[src/common/asq_consts.svh]
// Register offsets, field positions, codes and timing counts of the scan sequencer.
`ifndef ASQ_CONSTS_SVH
`define ASQ_CONSTS_SVH
`define ASQ_A_SEQ 8'h00
`define ASQ_A_CTRL1 8'h04
`define ASQ_A_DELAY 8'h08
`define ASQ_A_PINDIR 8'h0c
`define ASQ_A_HPF 8'h10
`define ASQ_A_STAT 8'h14
`define ASQ_A_IRQST 8'h18
`define ASQ_A_MAPLO 8'h20
`define ASQ_A_MAPHI 8'h24
`define ASQ_A_LOW 3'h2
`define ASQ_A_HIGH 3'h3
`define ASQ_A_DATA 3'h4
`define ASQ_SEQ_RDYEND 2
`define ASQ_SEQ_MUXDLY 3
`define ASQ_SEQ_DLY3 4
`define ASQ_SEQ_DLY4 5
`define ASQ_SINGLE_CYCLE_SELECT 2
`define ASQ_CONTINUOUS_SINGLE_CYCLE 3
`define ASQ_DLY_BIAS_LSB 8
`define ASQ_DLY_AUTO_LSB 16
`define ASQ_HPF_FREQ_LSB 2
`define ASQ_STAT_PD_LSB 8
`define ASQ_SEQ_RST 6'h00
`define ASQ_CTRL1_RST 4'h1
`define ASQ_MODE_SCAN 2'b01
`define ASQ_MODE_BIAS 2'b10
`define ASQ_MODE_AUTO 2'b11
`define ASQ_OP_PD 2'b01
`define ASQ_OP_CONV 2'b11
`define ASQ_PD_SLEEP 2'b01
`define ASQ_PD_STBY 2'b10
`define ASQ_PD_CONV 2'b00
`define ASQ_CMP_ABS 2'b00
`define ASQ_CMP_DIFF 2'b01
`define ASQ_CMP_HPF 2'b10
`define ASQ_LAST_SLOT 3'h7
`define ASQ_AUTO_STEP_MS 4
`define ASQ_CLK_MHZ 200
`define ASQ_AUTO_STEP_CYCLES (`ASQ_AUTO_STEP_MS * `ASQ_CLK_MHZ * 1000)
`endif

[src/common/asq_pkg.sv]
// Types shared by the scan sequencer.
package asq_pkg;
    typedef enum logic [2:0] {ST_SLEEP, ST_STBY, ST_WAIT, ST_PICK, ST_BIAS, ST_MUX, ST_CONV, ST_MATH} asq_state_t;
    typedef logic signed [23:0] asq_sample_t;
endpackage

[src/design/asq_sequencer.sv]
// Multichannel scan sequencer with bias outputs, autoscan timer and result math.
// Summary of operation
// - Mode field picks scan, bias scan, autoscan.
// - Ready at scan end when option set.
// - Channel maps give channels, order, bias pins.
// - Scan and bias modes sleep when done.
// - Opcode 01 aborts to selected power-down.
// - Per-channel ready flags; pin per channel or per scan.
// - Single-cycle required; continuous bit ignored.
// - Bias scan drives pins, ignores direct.
// - Optional bias settle delay before mux.
// - Optional mux settle delay before conversion.
// - Autoscan repeats wait, scan, math, sleep.
// - Interval zero skips wait, else steps.
// - Sync produced only with nonzero interval.
// - IRQ status read clears autoscan pin unless FIFO irq.
// - Autoscan pin ignores end option; zero delay.
// - Method 00 checks result against bounds.
// - Method 01 checks difference to previous.
// - Method 01 write skips first check.
// - Method 10 checks high-pass filter output.
// - Method 10 write resets filter; 11 reserved.
// - Results and bounds are signed.
// - Power-down target 01 sleep, 10 standby.
// - Control write during conversion gives standby.
`include "asq_consts.svh"
module asq_sequencer #(
    parameter int AUTO_STEP_CYCLES = `ASQ_AUTO_STEP_CYCLES
) (
    input wire logic clk,
    input wire logic srst,
    input wire logic [7:0] bus_addr,
    input wire logic [31:0] bus_wdata,
    input wire logic bus_wr,
    input wire logic bus_rd,
    output logic [31:0] bus_rdata,
    input wire logic cmd_valid,
    input wire logic [1:0] cmd_op,
    input wire logic [3:0] cmd_rate,
    input wire logic fifo_irq,
    output logic conv_start,
    output logic [2:0] conv_channel,
    output logic [3:0] conv_rate,
    input wire logic conv_done,
    input wire asq_pkg::asq_sample_t conv_result,
    output logic [5:0] bias_output_pin,
    output logic ready_irq_n,
    output logic sync_out,
    output logic [1:0] pd_status
);
    import asq_pkg::*;

    asq_state_t state_r;
    logic [5:0] seq_r;
    logic [3:0] ctrl1_r;
    logic [23:0] delay_r;
    logic [5:0] pin_dir_r;
    logic [4:0] hpf_r;
    logic [23:0] map_lo_r, map_hi_r;
    asq_sample_t low_r [6];
    asq_sample_t high_r [6];
    asq_sample_t res_r [6];
    asq_sample_t lp_r [6];
    logic [5:0] first_r, srdy_r, oor_r;
    logic ready_r;
    logic [2:0] slot_r;
    logic [7:0] cnt_r;
    logic [31:0] step_r;
    logic step_tick;

    logic [1:0] scan_mode_select, powerdown_target, compare_method;
    logic ready_at_scan_end, mux_delay_enable, single_cycle_select;
    logic [7:0] mux_settle_delay, bias_settle_delay, autoscan_interval;
    logic wr_ctrl1, wr_hpf, rd_stat, rd_irq, running, start_cmd, pd_cmd, scan_end, ch_done;
    logic bias_dly_on;
    logic [3:0] found;
    logic [7:0] cur_map;
    logic oor_hit;

    assign scan_mode_select = seq_r[1:0];
    assign ready_at_scan_end = seq_r[`ASQ_SEQ_RDYEND];
    assign mux_delay_enable = seq_r[`ASQ_SEQ_MUXDLY];
    assign powerdown_target = ctrl1_r[1:0];
    assign single_cycle_select = ctrl1_r[`ASQ_SINGLE_CYCLE_SELECT];
    assign compare_method = hpf_r[1:0];
    assign mux_settle_delay = delay_r[7:0];
    assign bias_settle_delay = delay_r[`ASQ_DLY_BIAS_LSB +: 8];
    assign autoscan_interval = delay_r[`ASQ_DLY_AUTO_LSB +: 8];

    // Map byte of one channel: enable, order, bias enable, bias pin.
    function automatic logic [7:0] chan_map(input logic [23:0] lo, input logic [23:0] hi, input logic [2:0] ch);
        logic [7:0] m;
        m = 8'h00;
        if (ch < 3'h3) begin
            m = lo[ch * 8 +: 8];
        end else if (ch < 3'h6) begin
            m = hi[(ch - 3'h3) * 8 +: 8];
        end
        return m;
    endfunction

    // Finds the enabled channel that holds a conversion slot; bit 3 flags a hit.
    function automatic logic [3:0] slot_chan(input logic [23:0] lo, input logic [23:0] hi, input logic [2:0] slot);
        logic [3:0] r;
        logic [7:0] m;
        r = 4'h0;
        for (int c = 5; c >= 0; c--) begin
            m = chan_map(lo, hi, 3'(c));
            if (m[0] && m[3:1] == slot) begin
                r = {1'b1, 3'(c)};
            end
        end
        return r;
    endfunction

    // Signed window check of a 25-bit value against 24-bit bounds.
    function automatic logic outside(input logic signed [24:0] v, input asq_sample_t lo, input asq_sample_t hi);
        return (v < 25'(lo)) || (v > 25'(hi));
    endfunction

    assign found = slot_chan(map_lo_r, map_hi_r, slot_r);
    assign cur_map = chan_map(map_lo_r, map_hi_r, conv_channel);
    assign wr_ctrl1 = bus_wr && bus_addr == `ASQ_A_CTRL1;
    assign wr_hpf = bus_wr && bus_addr == `ASQ_A_HPF;
    assign rd_stat = bus_rd && bus_addr == `ASQ_A_STAT;
    assign rd_irq = bus_rd && bus_addr == `ASQ_A_IRQST;
    assign running = state_r != ST_SLEEP && state_r != ST_STBY;
    // The continuous bit is never looked at; a clear single-cycle bit refuses the start.
    assign start_cmd = cmd_valid && cmd_op == `ASQ_OP_CONV && !running && scan_mode_select != 2'b00
        && single_cycle_select;
    assign pd_cmd = cmd_valid && cmd_op == `ASQ_OP_PD;
    assign scan_end = (state_r == ST_PICK && !found[3] || ch_done) && slot_r == `ASQ_LAST_SLOT;
    assign ch_done = state_r == ST_MATH;
    assign bias_dly_on = (scan_mode_select == `ASQ_MODE_BIAS && seq_r[`ASQ_SEQ_DLY3])
        || (scan_mode_select == `ASQ_MODE_AUTO && seq_r[`ASQ_SEQ_DLY4]);

    always_ff @(posedge clk) begin
        if (srst) begin
            seq_r <= `ASQ_SEQ_RST;
            ctrl1_r <= `ASQ_CTRL1_RST;
            delay_r <= 24'h0;
            pin_dir_r <= 6'h00;
            hpf_r <= 5'h00;
            map_lo_r <= 24'h0;
            map_hi_r <= 24'h0;
            for (int i = 0; i < 6; i++) begin
                low_r[i] <= 24'h0;
                high_r[i] <= 24'h0;
            end
        end else if (bus_wr) begin
            unique case (bus_addr)
                `ASQ_A_SEQ: seq_r <= bus_wdata[5:0];
                `ASQ_A_CTRL1: ctrl1_r <= bus_wdata[3:0];
                `ASQ_A_DELAY: delay_r <= bus_wdata[23:0];
                `ASQ_A_PINDIR: pin_dir_r <= bus_wdata[5:0];
                `ASQ_A_HPF: hpf_r <= bus_wdata[4:0];
                `ASQ_A_MAPLO: map_lo_r <= bus_wdata[23:0];
                `ASQ_A_MAPHI: map_hi_r <= bus_wdata[23:0];
                default: begin
                    if (bus_addr[7:5] == `ASQ_A_LOW && bus_addr[4:2] < 3'h6) begin
                        low_r[bus_addr[4:2]] <= bus_wdata[23:0];
                    end
                    if (bus_addr[7:5] == `ASQ_A_HIGH && bus_addr[4:2] < 3'h6) begin
                        high_r[bus_addr[4:2]] <= bus_wdata[23:0];
                    end
                end
            endcase
        end
    end

    always_ff @(posedge clk) begin
        if (srst) begin
            bus_rdata <= 32'h0;
        end else begin
            bus_rdata <= 32'h0;
            if (bus_rd) begin
                unique case (bus_addr)
                    `ASQ_A_SEQ: bus_rdata <= {26'h0, seq_r};
                    `ASQ_A_CTRL1: bus_rdata <= {28'h0, ctrl1_r};
                    `ASQ_A_DELAY: bus_rdata <= {8'h0, delay_r};
                    `ASQ_A_PINDIR: bus_rdata <= {26'h0, pin_dir_r};
                    `ASQ_A_HPF: bus_rdata <= {27'h0, hpf_r};
                    `ASQ_A_STAT: bus_rdata <= {22'h0, pd_status, 2'b00, srdy_r};
                    `ASQ_A_IRQST: bus_rdata <= {26'h0, oor_r};
                    `ASQ_A_MAPLO: bus_rdata <= {8'h0, map_lo_r};
                    `ASQ_A_MAPHI: bus_rdata <= {8'h0, map_hi_r};
                    default: begin
                        if (bus_addr[4:2] < 3'h6) begin
                            if (bus_addr[7:5] == `ASQ_A_LOW) begin
                                bus_rdata <= {{8{low_r[bus_addr[4:2]][23]}}, low_r[bus_addr[4:2]]};
                            end else if (bus_addr[7:5] == `ASQ_A_HIGH) begin
                                bus_rdata <= {{8{high_r[bus_addr[4:2]][23]}}, high_r[bus_addr[4:2]]};
                            end else if (bus_addr[7:5] == `ASQ_A_DATA) begin
                                bus_rdata <= {{8{res_r[bus_addr[4:2]][23]}}, res_r[bus_addr[4:2]]};
                            end
                        end
                    end
                endcase
            end
        end
    end

    // Autoscan step divider runs only while waiting, so each wait starts on a full step.
    always_ff @(posedge clk) begin
        if (srst || state_r != ST_WAIT || step_r == 32'(AUTO_STEP_CYCLES - 1)) begin
            step_r <= 32'h0;
        end else begin
            step_r <= step_r + 32'h1;
        end
    end
    assign step_tick = state_r == ST_WAIT && step_r == 32'(AUTO_STEP_CYCLES - 1);

    always_ff @(posedge clk) begin
        if (srst) begin
            state_r <= ST_SLEEP;
            slot_r <= 3'h0;
            cnt_r <= 8'h00;
            conv_start <= 1'b0;
            conv_channel <= 3'h0;
            conv_rate <= 4'h0;
            sync_out <= 1'b0;
        end else begin
            conv_start <= 1'b0;
            sync_out <= 1'b0;
            if (pd_cmd) begin
                state_r <= (powerdown_target == `ASQ_PD_SLEEP) ? ST_SLEEP : ST_STBY;
            end else if (wr_ctrl1 && running) begin
                state_r <= ST_STBY;
            end else begin
                unique case (state_r)
                    ST_SLEEP, ST_STBY: begin
                        if (start_cmd) begin
                            state_r <= ST_PICK;
                            slot_r <= 3'h0;
                            conv_rate <= cmd_rate;
                            sync_out <= scan_mode_select == `ASQ_MODE_AUTO && autoscan_interval != 8'h00;
                        end
                    end
                    ST_WAIT: begin
                        if (step_tick) begin
                            if (cnt_r <= 8'h01) begin
                                state_r <= ST_PICK;
                                slot_r <= 3'h0;
                                sync_out <= autoscan_interval != 8'h00;
                            end else begin
                                cnt_r <= cnt_r - 8'h01;
                            end
                        end
                    end
                    ST_PICK: begin
                        if (found[3]) begin
                            conv_channel <= found[2:0];
                            state_r <= ST_BIAS;
                            cnt_r <= bias_dly_on ? bias_settle_delay : 8'h00;
                        end else if (slot_r != `ASQ_LAST_SLOT) begin
                            slot_r <= slot_r + 3'h1;
                        end else if (scan_mode_select != `ASQ_MODE_AUTO) begin
                            state_r <= ST_SLEEP;
                        end else if (autoscan_interval == 8'h00) begin
                            slot_r <= 3'h0;
                        end else begin
                            state_r <= ST_WAIT;
                            cnt_r <= autoscan_interval;
                        end
                    end
                    ST_BIAS: begin
                        if (cnt_r == 8'h00) begin
                            state_r <= ST_MUX;
                            cnt_r <= mux_delay_enable ? mux_settle_delay : 8'h00;
                        end else begin
                            cnt_r <= cnt_r - 8'h01;
                        end
                    end
                    ST_MUX: begin
                        if (cnt_r == 8'h00) begin
                            state_r <= ST_CONV;
                            conv_start <= 1'b1;
                        end else begin
                            cnt_r <= cnt_r - 8'h01;
                        end
                    end
                    ST_CONV: begin
                        if (conv_done) begin
                            state_r <= ST_MATH;
                        end
                    end
                    ST_MATH: begin
                        state_r <= ST_PICK;
                        slot_r <= slot_r + 3'h1;
                        // A channel in the last slot ends the scan here, as the slot count would wrap.
                        if (slot_r == `ASQ_LAST_SLOT) begin
                            if (scan_mode_select != `ASQ_MODE_AUTO) begin
                                state_r <= ST_SLEEP;
                            end else if (autoscan_interval != 8'h00) begin
                                state_r <= ST_WAIT;
                                cnt_r <= autoscan_interval;
                            end
                        end
                    end
                endcase
            end
        end
    end

    assign pd_status = state_r == ST_SLEEP || state_r == ST_WAIT ? `ASQ_PD_SLEEP :
        state_r == ST_STBY ? `ASQ_PD_STBY : `ASQ_PD_CONV;

    // Bias pins follow the current channel in bias and autoscan modes while converting; scan mode drives the direct register, else zero.
    always_ff @(posedge clk) begin
        if (srst) begin
            bias_output_pin <= 6'h00;
        end else if (scan_mode_select == `ASQ_MODE_SCAN || !running) begin
            bias_output_pin <= scan_mode_select == `ASQ_MODE_SCAN ? pin_dir_r : 6'h00;
        end else if (state_r == ST_WAIT || state_r == ST_PICK) begin
            bias_output_pin <= 6'h00;
        end else begin
            bias_output_pin <= cur_map[4] && cur_map[7:5] < 3'h6 ? 6'(6'h01 << cur_map[7:5]) : 6'h00;
        end
    end

    // Result math per finished channel.
    logic signed [24:0] cur_ext, diff, hp_err, test_v;
    assign cur_ext = 25'(res_r[conv_channel]);
    assign diff = cur_ext - 25'(lp_r[conv_channel]);
    assign hp_err = cur_ext - 25'(lp_r[conv_channel]);
    always_comb begin
        test_v = cur_ext;
        if (compare_method == `ASQ_CMP_DIFF) begin
            test_v = diff;
        end else if (compare_method == `ASQ_CMP_HPF) begin
            test_v = hp_err;
        end
    end
    assign oor_hit = compare_method != 2'b11 && outside(test_v, low_r[conv_channel], high_r[conv_channel])
        && !(compare_method == `ASQ_CMP_DIFF && first_r[conv_channel]);

    // In difference mode the filter store holds the previous result instead.
    always_ff @(posedge clk) begin
        if (srst) begin
            first_r <= 6'h3f;
            for (int i = 0; i < 6; i++) begin
                res_r[i] <= 24'h0;
                lp_r[i] <= 24'h0;
            end
        end else begin
            if (state_r == ST_CONV && conv_done) begin
                res_r[conv_channel] <= conv_result;
            end
            if (ch_done) begin
                first_r[conv_channel] <= 1'b0;
                if (compare_method == `ASQ_CMP_HPF) begin
                    lp_r[conv_channel] <= lp_r[conv_channel]
                        + 24'(hp_err >>> (4'(hpf_r[`ASQ_HPF_FREQ_LSB +: 3]) + 4'h1));
                end else begin
                    lp_r[conv_channel] <= res_r[conv_channel];
                end
            end
            if (wr_hpf && bus_wdata[1:0] == `ASQ_CMP_DIFF) begin
                first_r <= 6'h3f;
            end
            if (wr_hpf && bus_wdata[1:0] == `ASQ_CMP_HPF) begin
                for (int i = 0; i < 6; i++) begin
                    lp_r[i] <= 24'h0;
                end
            end
        end
    end

    // Flags set by hardware win over a clearing read in the same cycle.
    always_ff @(posedge clk) begin
        if (srst) begin
            srdy_r <= 6'h00;
            oor_r <= 6'h00;
            ready_r <= 1'b0;
        end else begin
            srdy_r <= (rd_stat ? 6'h00 : srdy_r) | (ch_done ? 6'(6'h01 << conv_channel) : 6'h00);
            oor_r <= (rd_irq ? 6'h00 : oor_r)
                | (ch_done && oor_hit ? 6'(6'h01 << conv_channel) : 6'h00);
            ready_r <= (rd_stat ? 1'b0 : ready_r)
                | (ready_at_scan_end ? scan_end : ch_done);
        end
    end

    always_ff @(posedge clk) begin
        if (srst) begin
            ready_irq_n <= 1'b1;
        end else if (scan_mode_select == `ASQ_MODE_AUTO) begin
            ready_irq_n <= !((|oor_r && !rd_irq) || fifo_irq);
        end else begin
            ready_irq_n <= !ready_r;
        end
    end
endmodule

[config.mk]
export PLATFORM = sky130hd
export DESIGN_NAME = asq_sequencer
export DESIGN_NICKNAME = d
export VERILOG_FILES = /design/src/common/asq_pkg.sv /design/src/design/asq_sequencer.sv
export VERILOG_INCLUDE_DIRS = /design/src /design/src/common
export SDC_FILE = /design/constraint.sdc
export NUM_CORES = 2
export LEC_CHECK = 0
export ABC_AREA = 1
export BUFFER_PORTS_ARGS = -buffer_cell sky130_fd_sc_hd__buf_2
export CORE_ASPECT_RATIO = 1.25
export CORE_MARGIN = 1
export CORE_UTILIZATION = 24
export CTS_BUF_LIST = sky130_fd_sc_hd__clkbuf_4 sky130_fd_sc_hd__clkbuf_8
export DETAILED_ROUTE_END_ITERATION = 16
export GPL_TIMING_DRIVEN = 0
export PLACE_DENSITY = 0.42
export SETUP_SLACK_MARGIN = 0.4
export SYNTH_ARGS = -nofsm -noshare
export SYNTH_HDL_FRONTEND = slang
export SYNTH_SLANG_ARGS = --single-unit
[constraint.sdc]
create_clock -name clk -period 6.9 [get_ports clk]
set_clock_uncertainty 0.15 [all_clocks]
set_input_delay 0.69 -clock clk [delete_from_list [all_inputs] [get_ports clk]]
set_output_delay 0.69 -clock clk [all_outputs]
set_load 0.02 [all_outputs]
After elaboration in Yosys (flattened, before gate mapping)

Memory sizes are Yosys's and may differ from the RTL's. A register that Yosys moved wholly into a read port is not among the register bits.
Cells that the tools add are included.

Bits in registers: 206
Memory bits (writable): 576
Bits of input ports: 77
Output and inout bits: 50
Memories: 4

Memories:

| name   | depth | bits a word | read ports | clocked after Yosys merged registers in | write ports | line                | RTL |
|---|---|---|---|---|---|---|---|
| high_r | 6     | 24          | 2          | 1                                       | 6           | asq_sequencer.sv:61 | `asq_sample_t high_r [6];` |
| low_r  | 6     | 24          | 2          | 1                                       | 6           | asq_sequencer.sv:60 | `asq_sample_t low_r [6];` |
| lp_r   | 6     | 24          | 1          | 1                                       | 7           | asq_sequencer.sv:63 | `asq_sample_t lp_r [6];` |
| res_r  | 6     | 24          | 2          | 1                                       | 6           | asq_sequencer.sv:62 | `asq_sample_t res_r [6];` |

$add $sub $neg: 7
$lt $le $gt $ge: 9
Equal/unequal tests: 75
Shifts and indexed selects: 5
Muxes and demuxes: 126
Bitwise logic cells: 52
Reduce and logical (&&, ||, !) cells: 81

Operators with widths:

| kind                                                                     | count |
|---|---|
| 32-bit one-hot mux with 9 select lines                                   | 1 |
| 24-bit two-way mux                                                       | 10 |
| 32-bit two-way mux                                                       | 4 |
| 8-bit two-way mux                                                        | 15 |
| 3-bit two-way mux                                                        | 30 |
| 24-bit OR reduction                                                      | 3 |
| 3-bit equality test (second input constant)                              | 18 |
| 25-bit two-way mux                                                       | 2 |
| 6-bit two-way mux                                                        | 8 |
| 1-bit two-way mux                                                        | 40 |
| 8-bit one-hot mux with 5 select lines                                    | 1 |
| 1-bit logical AND                                                        | 35 |
| 24-bit by 33-bit variable part select with 8-bit output                  | 1 |
| 32-bit by 1-bit adder with 32-bit output (second input constant)         | 1 |
| 32-bit by 20-bit equality test with 1-bit output (second input constant) | 1 |
| 25-bit by 24-bit greater-than comparator with 1-bit output               | 1 |
| 25-bit by 24-bit < comparator with 1-bit output                          | 1 |
| 25-bit by 4-bit >>> shifter with 24-bit output                           | 1 |
| 24-bit by 24-bit subtractor with 25-bit output                           | 1 |
| 24-bit adder                                                             | 1 |
| 1-bit AND                                                                | 24 |
| 8-bit by 5-bit equality test with 1-bit output (second input constant)   | 3 |
| 8-bit logical NOT                                                        | 3 |
| 4-bit two-way mux                                                        | 6 |
| 58 further kinds                                                         | 144 |

Depth between registers and ports, before layout

Depth after elaboration: 15
Mapped depth: 44

Worst setup path after synthesis

No wires, ideal clock.

Path type: reg2reg
From: register with a tool-made name
To: memory lp_r[6][21] in the netlist's numbering (data pin)
Data arrival time: 5.792 ns
Path slack: 0.696 ns
Stages on the path, launching flop included: 40
Buffers on the path: 8
Period minus slack after synthesis: 6.204 ns
Path through: dfxtp_1 -> buf_6 -> buf_6 -> buf_4 -> buf_4 -> buf_4 -> buf_4 -> buf_2 -> clkbuf_1 -> nor2_1 -> o22ai_1 -> nor2_1 -> a31oi_1 -> ha_1 -> inv_1 -> fa_1 -> nand3_1 -> nand3_2 -> [... 4 more ...] -> nand3_1 -> nand3_1 -> nand2_1 -> inv_1 -> ha_1 -> a21oi_1 -> nand2_1 -> nand2_1 -> nand3_1 -> a21oi_1 -> o21ai_2 -> nand3_1 -> nand2_1 -> a31oi_1 -> o21ai_0 -> xor2_1 -> a21boi_4 -> inv_1

RTL lines:

| item          | line |
|---|---|
| end, declared | asq_sequencer.sv:63 |

==> results.md <==
* DP Worst Slack at -3.80 ns
* Finished Cell Area at 0.0637 mm2
* Post-Synth Adder-Cell Area at 2.68%
* Hold depth at 3
* Slowest cell on the critical path: ha_4
* First-pass GRT wire length at 367000 um
* Min-Delay Path Class: in2reg
* Main combinational cell family by area after synthesis: simple AND/OR/NAND/NOR gates
* H-tree levels at 4
* Vias at 49.1k
* Seq/Total Area, Yosys at 53.2%
* P per Cell Area at 232 mW/mm2
* CTS tree: built
* Max-Slew Margin vs Limit at -12.1%
* RSZ-0062 raised after global routing: yes
* Post-Syn Area at 0.0510 mm2
* Final hold violation count at 0
* Post-Place Cells at 8830
* Post-synth ARST share at 0%
* Wirelength, routed at 270000 um
* Compound-Gate Fraction of Synth Area at 17.7%
* Fin crit period at 6.45 ns
* Initial Util at 24.2%
* Buf/Inv on CP at 13
* Data required time of the worst path at 7.45 ns
* Final GP Congestion at 0.980
* CTS Root Cell: clkbuf_8
* DP Area at 0.0559 mm2
* Number of synthesized flops with an enable pin at 768
* Highest Clock Rate at 0.155 GHz
* Synth cell count leaders: nand2_1, nor2_1, edfxtp_1
* CP top delay family: simple AND/OR/NAND/NOR gates
* Wirelength per Cell at 29.0 um
* Total global routing overflow at 0
* Area delta synth->final at 25.0%
* I/O Buffers at 116
* Final setup viols at 0
* Final worst path period share at 93.4%
* # fillers at 22.3k
* Initial antenna violation count at 8
* CP arrival at 7.00 ns
* Synth Flop Type: edfxtp_1
* Pin count of the biggest net entering global routing at 25
* Largest cells by area after synthesis: edfxtp_1, dfxtp_1, nand2_1, nor2_1, o21ai_0
* Worst-Skew Late Latency at 0.98 ns
* Vias in the first global route at 47.5k
* Final Max Tran Viols at 26
* I/O Pins at 127
* Row Count at 188
* Hold Crit Start: conv_result[10]
* Synth unique cells at 75
* Final #Nets at 6603
* Worst Hold Margin at 0.0783 ns
* Gr usage total at 24.4%
* Clk sink count at 970
* Synthesized instance count at 5835
* Post-DP HPWL at 199000 um
* Die Y at 517 um
* Number of synthesized register bits at 970
* Peak supply drop at 219 uV
* CTS clk-pin slew, worst paths at 0.06 ns
* Reg2reg end: lp_r[1][21]$_SDFFCE_PN0P_
* Num CTS Buffers at 172
* Drt pass-1 iters at 9
* Maxcap violations at 5
* Final antenna-violating net count at 0
* Failing checks: capacitance limit, slew limit
* Crit path top cell by count: buf_12
* Overall power at 0.0148 W
* Most common cell in the netlist: nand2_1
* Final setup margin at 0.453 ns
* Register-to-Register Path Depth at 45
* Hold EP: res_r[1][10]$_SDFFCE_PN0P_
* Status: finished with violations
* Syn_area_per_cell at 8.73 um2
* Post-synthesis mux area share at 0.0393%
* Yosys top cell by area: edfxtp_1
* Vias/cell at 5.28
* Die W at 414 um
* LEAKAGE at 24.3 nW
* Yosys warnings at 0
* FF-to-FF setup slack at 0.45 ns
* Die area at 0.214 mm2
* Post-layout instance count excluding filler cells at 9313
* Startpoint Class: flip-flop
* Layout cells sized above 1 at 16.7%
* # DRC at 0
* Xor and xnor area share after synthesis at 0.997%
* Worst slew pin tran at 1.68 ns
* CP max FO at 7
* Maximum buffer depth of the clock tree at 3
* Crit end category: flip-flop
* DRT iter0 DRCs at 5174
* Core box area at 0.211 mm2
* Critical path class: reg2reg
* CP max stage delay at 0.34 ns
* Post-synth top area share at 45.3%
* Post-Synth Simple-Gate Area at 18.9%
[layout make-up]
type                            count  area (um2)  area share [%]
Buffer                            395        2590            4.06
Timing Repair Buffer              314        2490            3.91
Clock inverter                     66         598           0.939
Clock buffer                      240        3000            4.71
Multi-Input combinational cell   4129       22800            35.8
Sequential cell                   970       27100            42.6
Tap cell                         2755        3450            5.41
Inverter                          436        1670            2.62
Antenna cell                        8        20.0          0.0314
[power breakdown]
part           leakage, nW  internal (W)  switching (W)
registers             9.13       0.00653       0.000123
clock network         1.91       0.00313        0.00271
logic                 13.3      0.000707        0.00157
total                 24.3        0.0104        0.00440
[through the flow]
stage	TNS [ns]	utilization, %
6_report	0	30.3
5_1_grt	0	30.3
4_1_cts	0	29.7
3_5_place_dp	-518.88	26.6
3_3_place_gp	-567.55	26.3
2_1_floorplan	0	-
[repair_timing]
action,CTS,global route
hold buffers,36,0
buffers inserted,86,44
hold endpoints to repair,115,0
setup endpoints to repair,198,122
gates resized for setup,511,191
pin swaps,81,109
gates cloned,0,0
[placed cells by master (no fill, tap or decap), types with 28 or more instances in the layout]
cell | synthesis | layout
nand2_1 | 940 | 884
nor2_1 | 903 | 873
edfxtp_1 | 768 | 768
o21ai_0 | 530 | 453
a21oi_1 | 414 | 387
inv_1 | 400 | 363
nand3_1 | 301 | 279
o22ai_1 | 232 | 227
clkbuf_1 | 276 | 223
clkbuf_8 | 0 | 205
dfxtp_1 | 202 | 201
buf_2 | 49 | 151
buf_4 | 25 | 142
conb_1 | 1 | 96
ha_1 | 106 | 77
nor3_1 | 81 | 71
a22oi_1 | 64 | 64
nand2_2 | 7 | 54
clkbuf_4 | 0 | 50
inv_2 | 18 | 48
o21ai_2 | 14 | 48
a32oi_1 | 44 | 44
o211ai_1 | 43 | 43
clkinv_1 | 18 | 40
nand4_1 | 38 | 38
dlygate4sd3_1 | 0 | 36
xor2_1 | 41 | 33
buf_1 | 40 | 33
o21ai_1 | 18 | 32
buf_12 | 0 | 30
o21ai_4 | 0 | 29
buf_6 | 3 | 28
a221oi_1 | 28 | 28
[routing by layer]
| metal | up-vias | global-route usage, % | wire length (um) |
|---|---|---|---|
| li1 | 21600 | - | - |
| met1 | 24200 | 27.7 | 100000 |
| met3 | 720 | 4.37 | 20300 |
| met2 | 2599 | 40.6 | 125000 |
| met4 | 4 | 18.7 | 24000 |
| met5 | - | 0 | 25 |
[registers in the layout, indices dropped and copies added, names as in the netlist, 8 cells and up, named ones only]
name / cells
res_r: 192
step_r: 32
bus_rdata: 25
map_hi_r: 24
cnt_r: 8
map_lo_r: 24
low_r: 192
high_r: 192
delay_r: 24
lp_r: 192
[worst max-delay path by stage]
stage                                     end  cells after the start      start
finish              lp_r[1][21]$_SDFFCE_PN0P_                     45  flip-flop
global route        lp_r[1][21]$_SDFFCE_PN0P_                     40  flip-flop
CTS                 lp_r[5][20]$_SDFFCE_PN0P_                     34  flip-flop
detailed placement  lp_r[0][16]$_SDFFCE_PN0P_                     33  flip-flop
global placement    lp_r[4][16]$_SDFFCE_PN0P_                     33  flip-flop
floorplan               lp_r[6][21]$_DFFE_PP_                     39  flip-flop
[tightest hold or removal path, delay by kind of cell]
family / cells / cell delay, ns
simple gates: 2 / 0.30
buf+inv: 1 / 0.08
[kinds of logic after synthesis]
| logic type | Yosys count |
|---|---|
| AND/OR/NAND/NOR | 2334 |
| AO/OA/AOI/OAI | 1531 |
| flip-flops | 970 |
| buffers and inverters | 831 |
| adder cells (fa/ha/maj) | 108 |
| XOR/XNOR | 58 |
| multiplexers | 2 |
| other | 1 |
No activity file was read; power rests on OpenSTA's default activity.
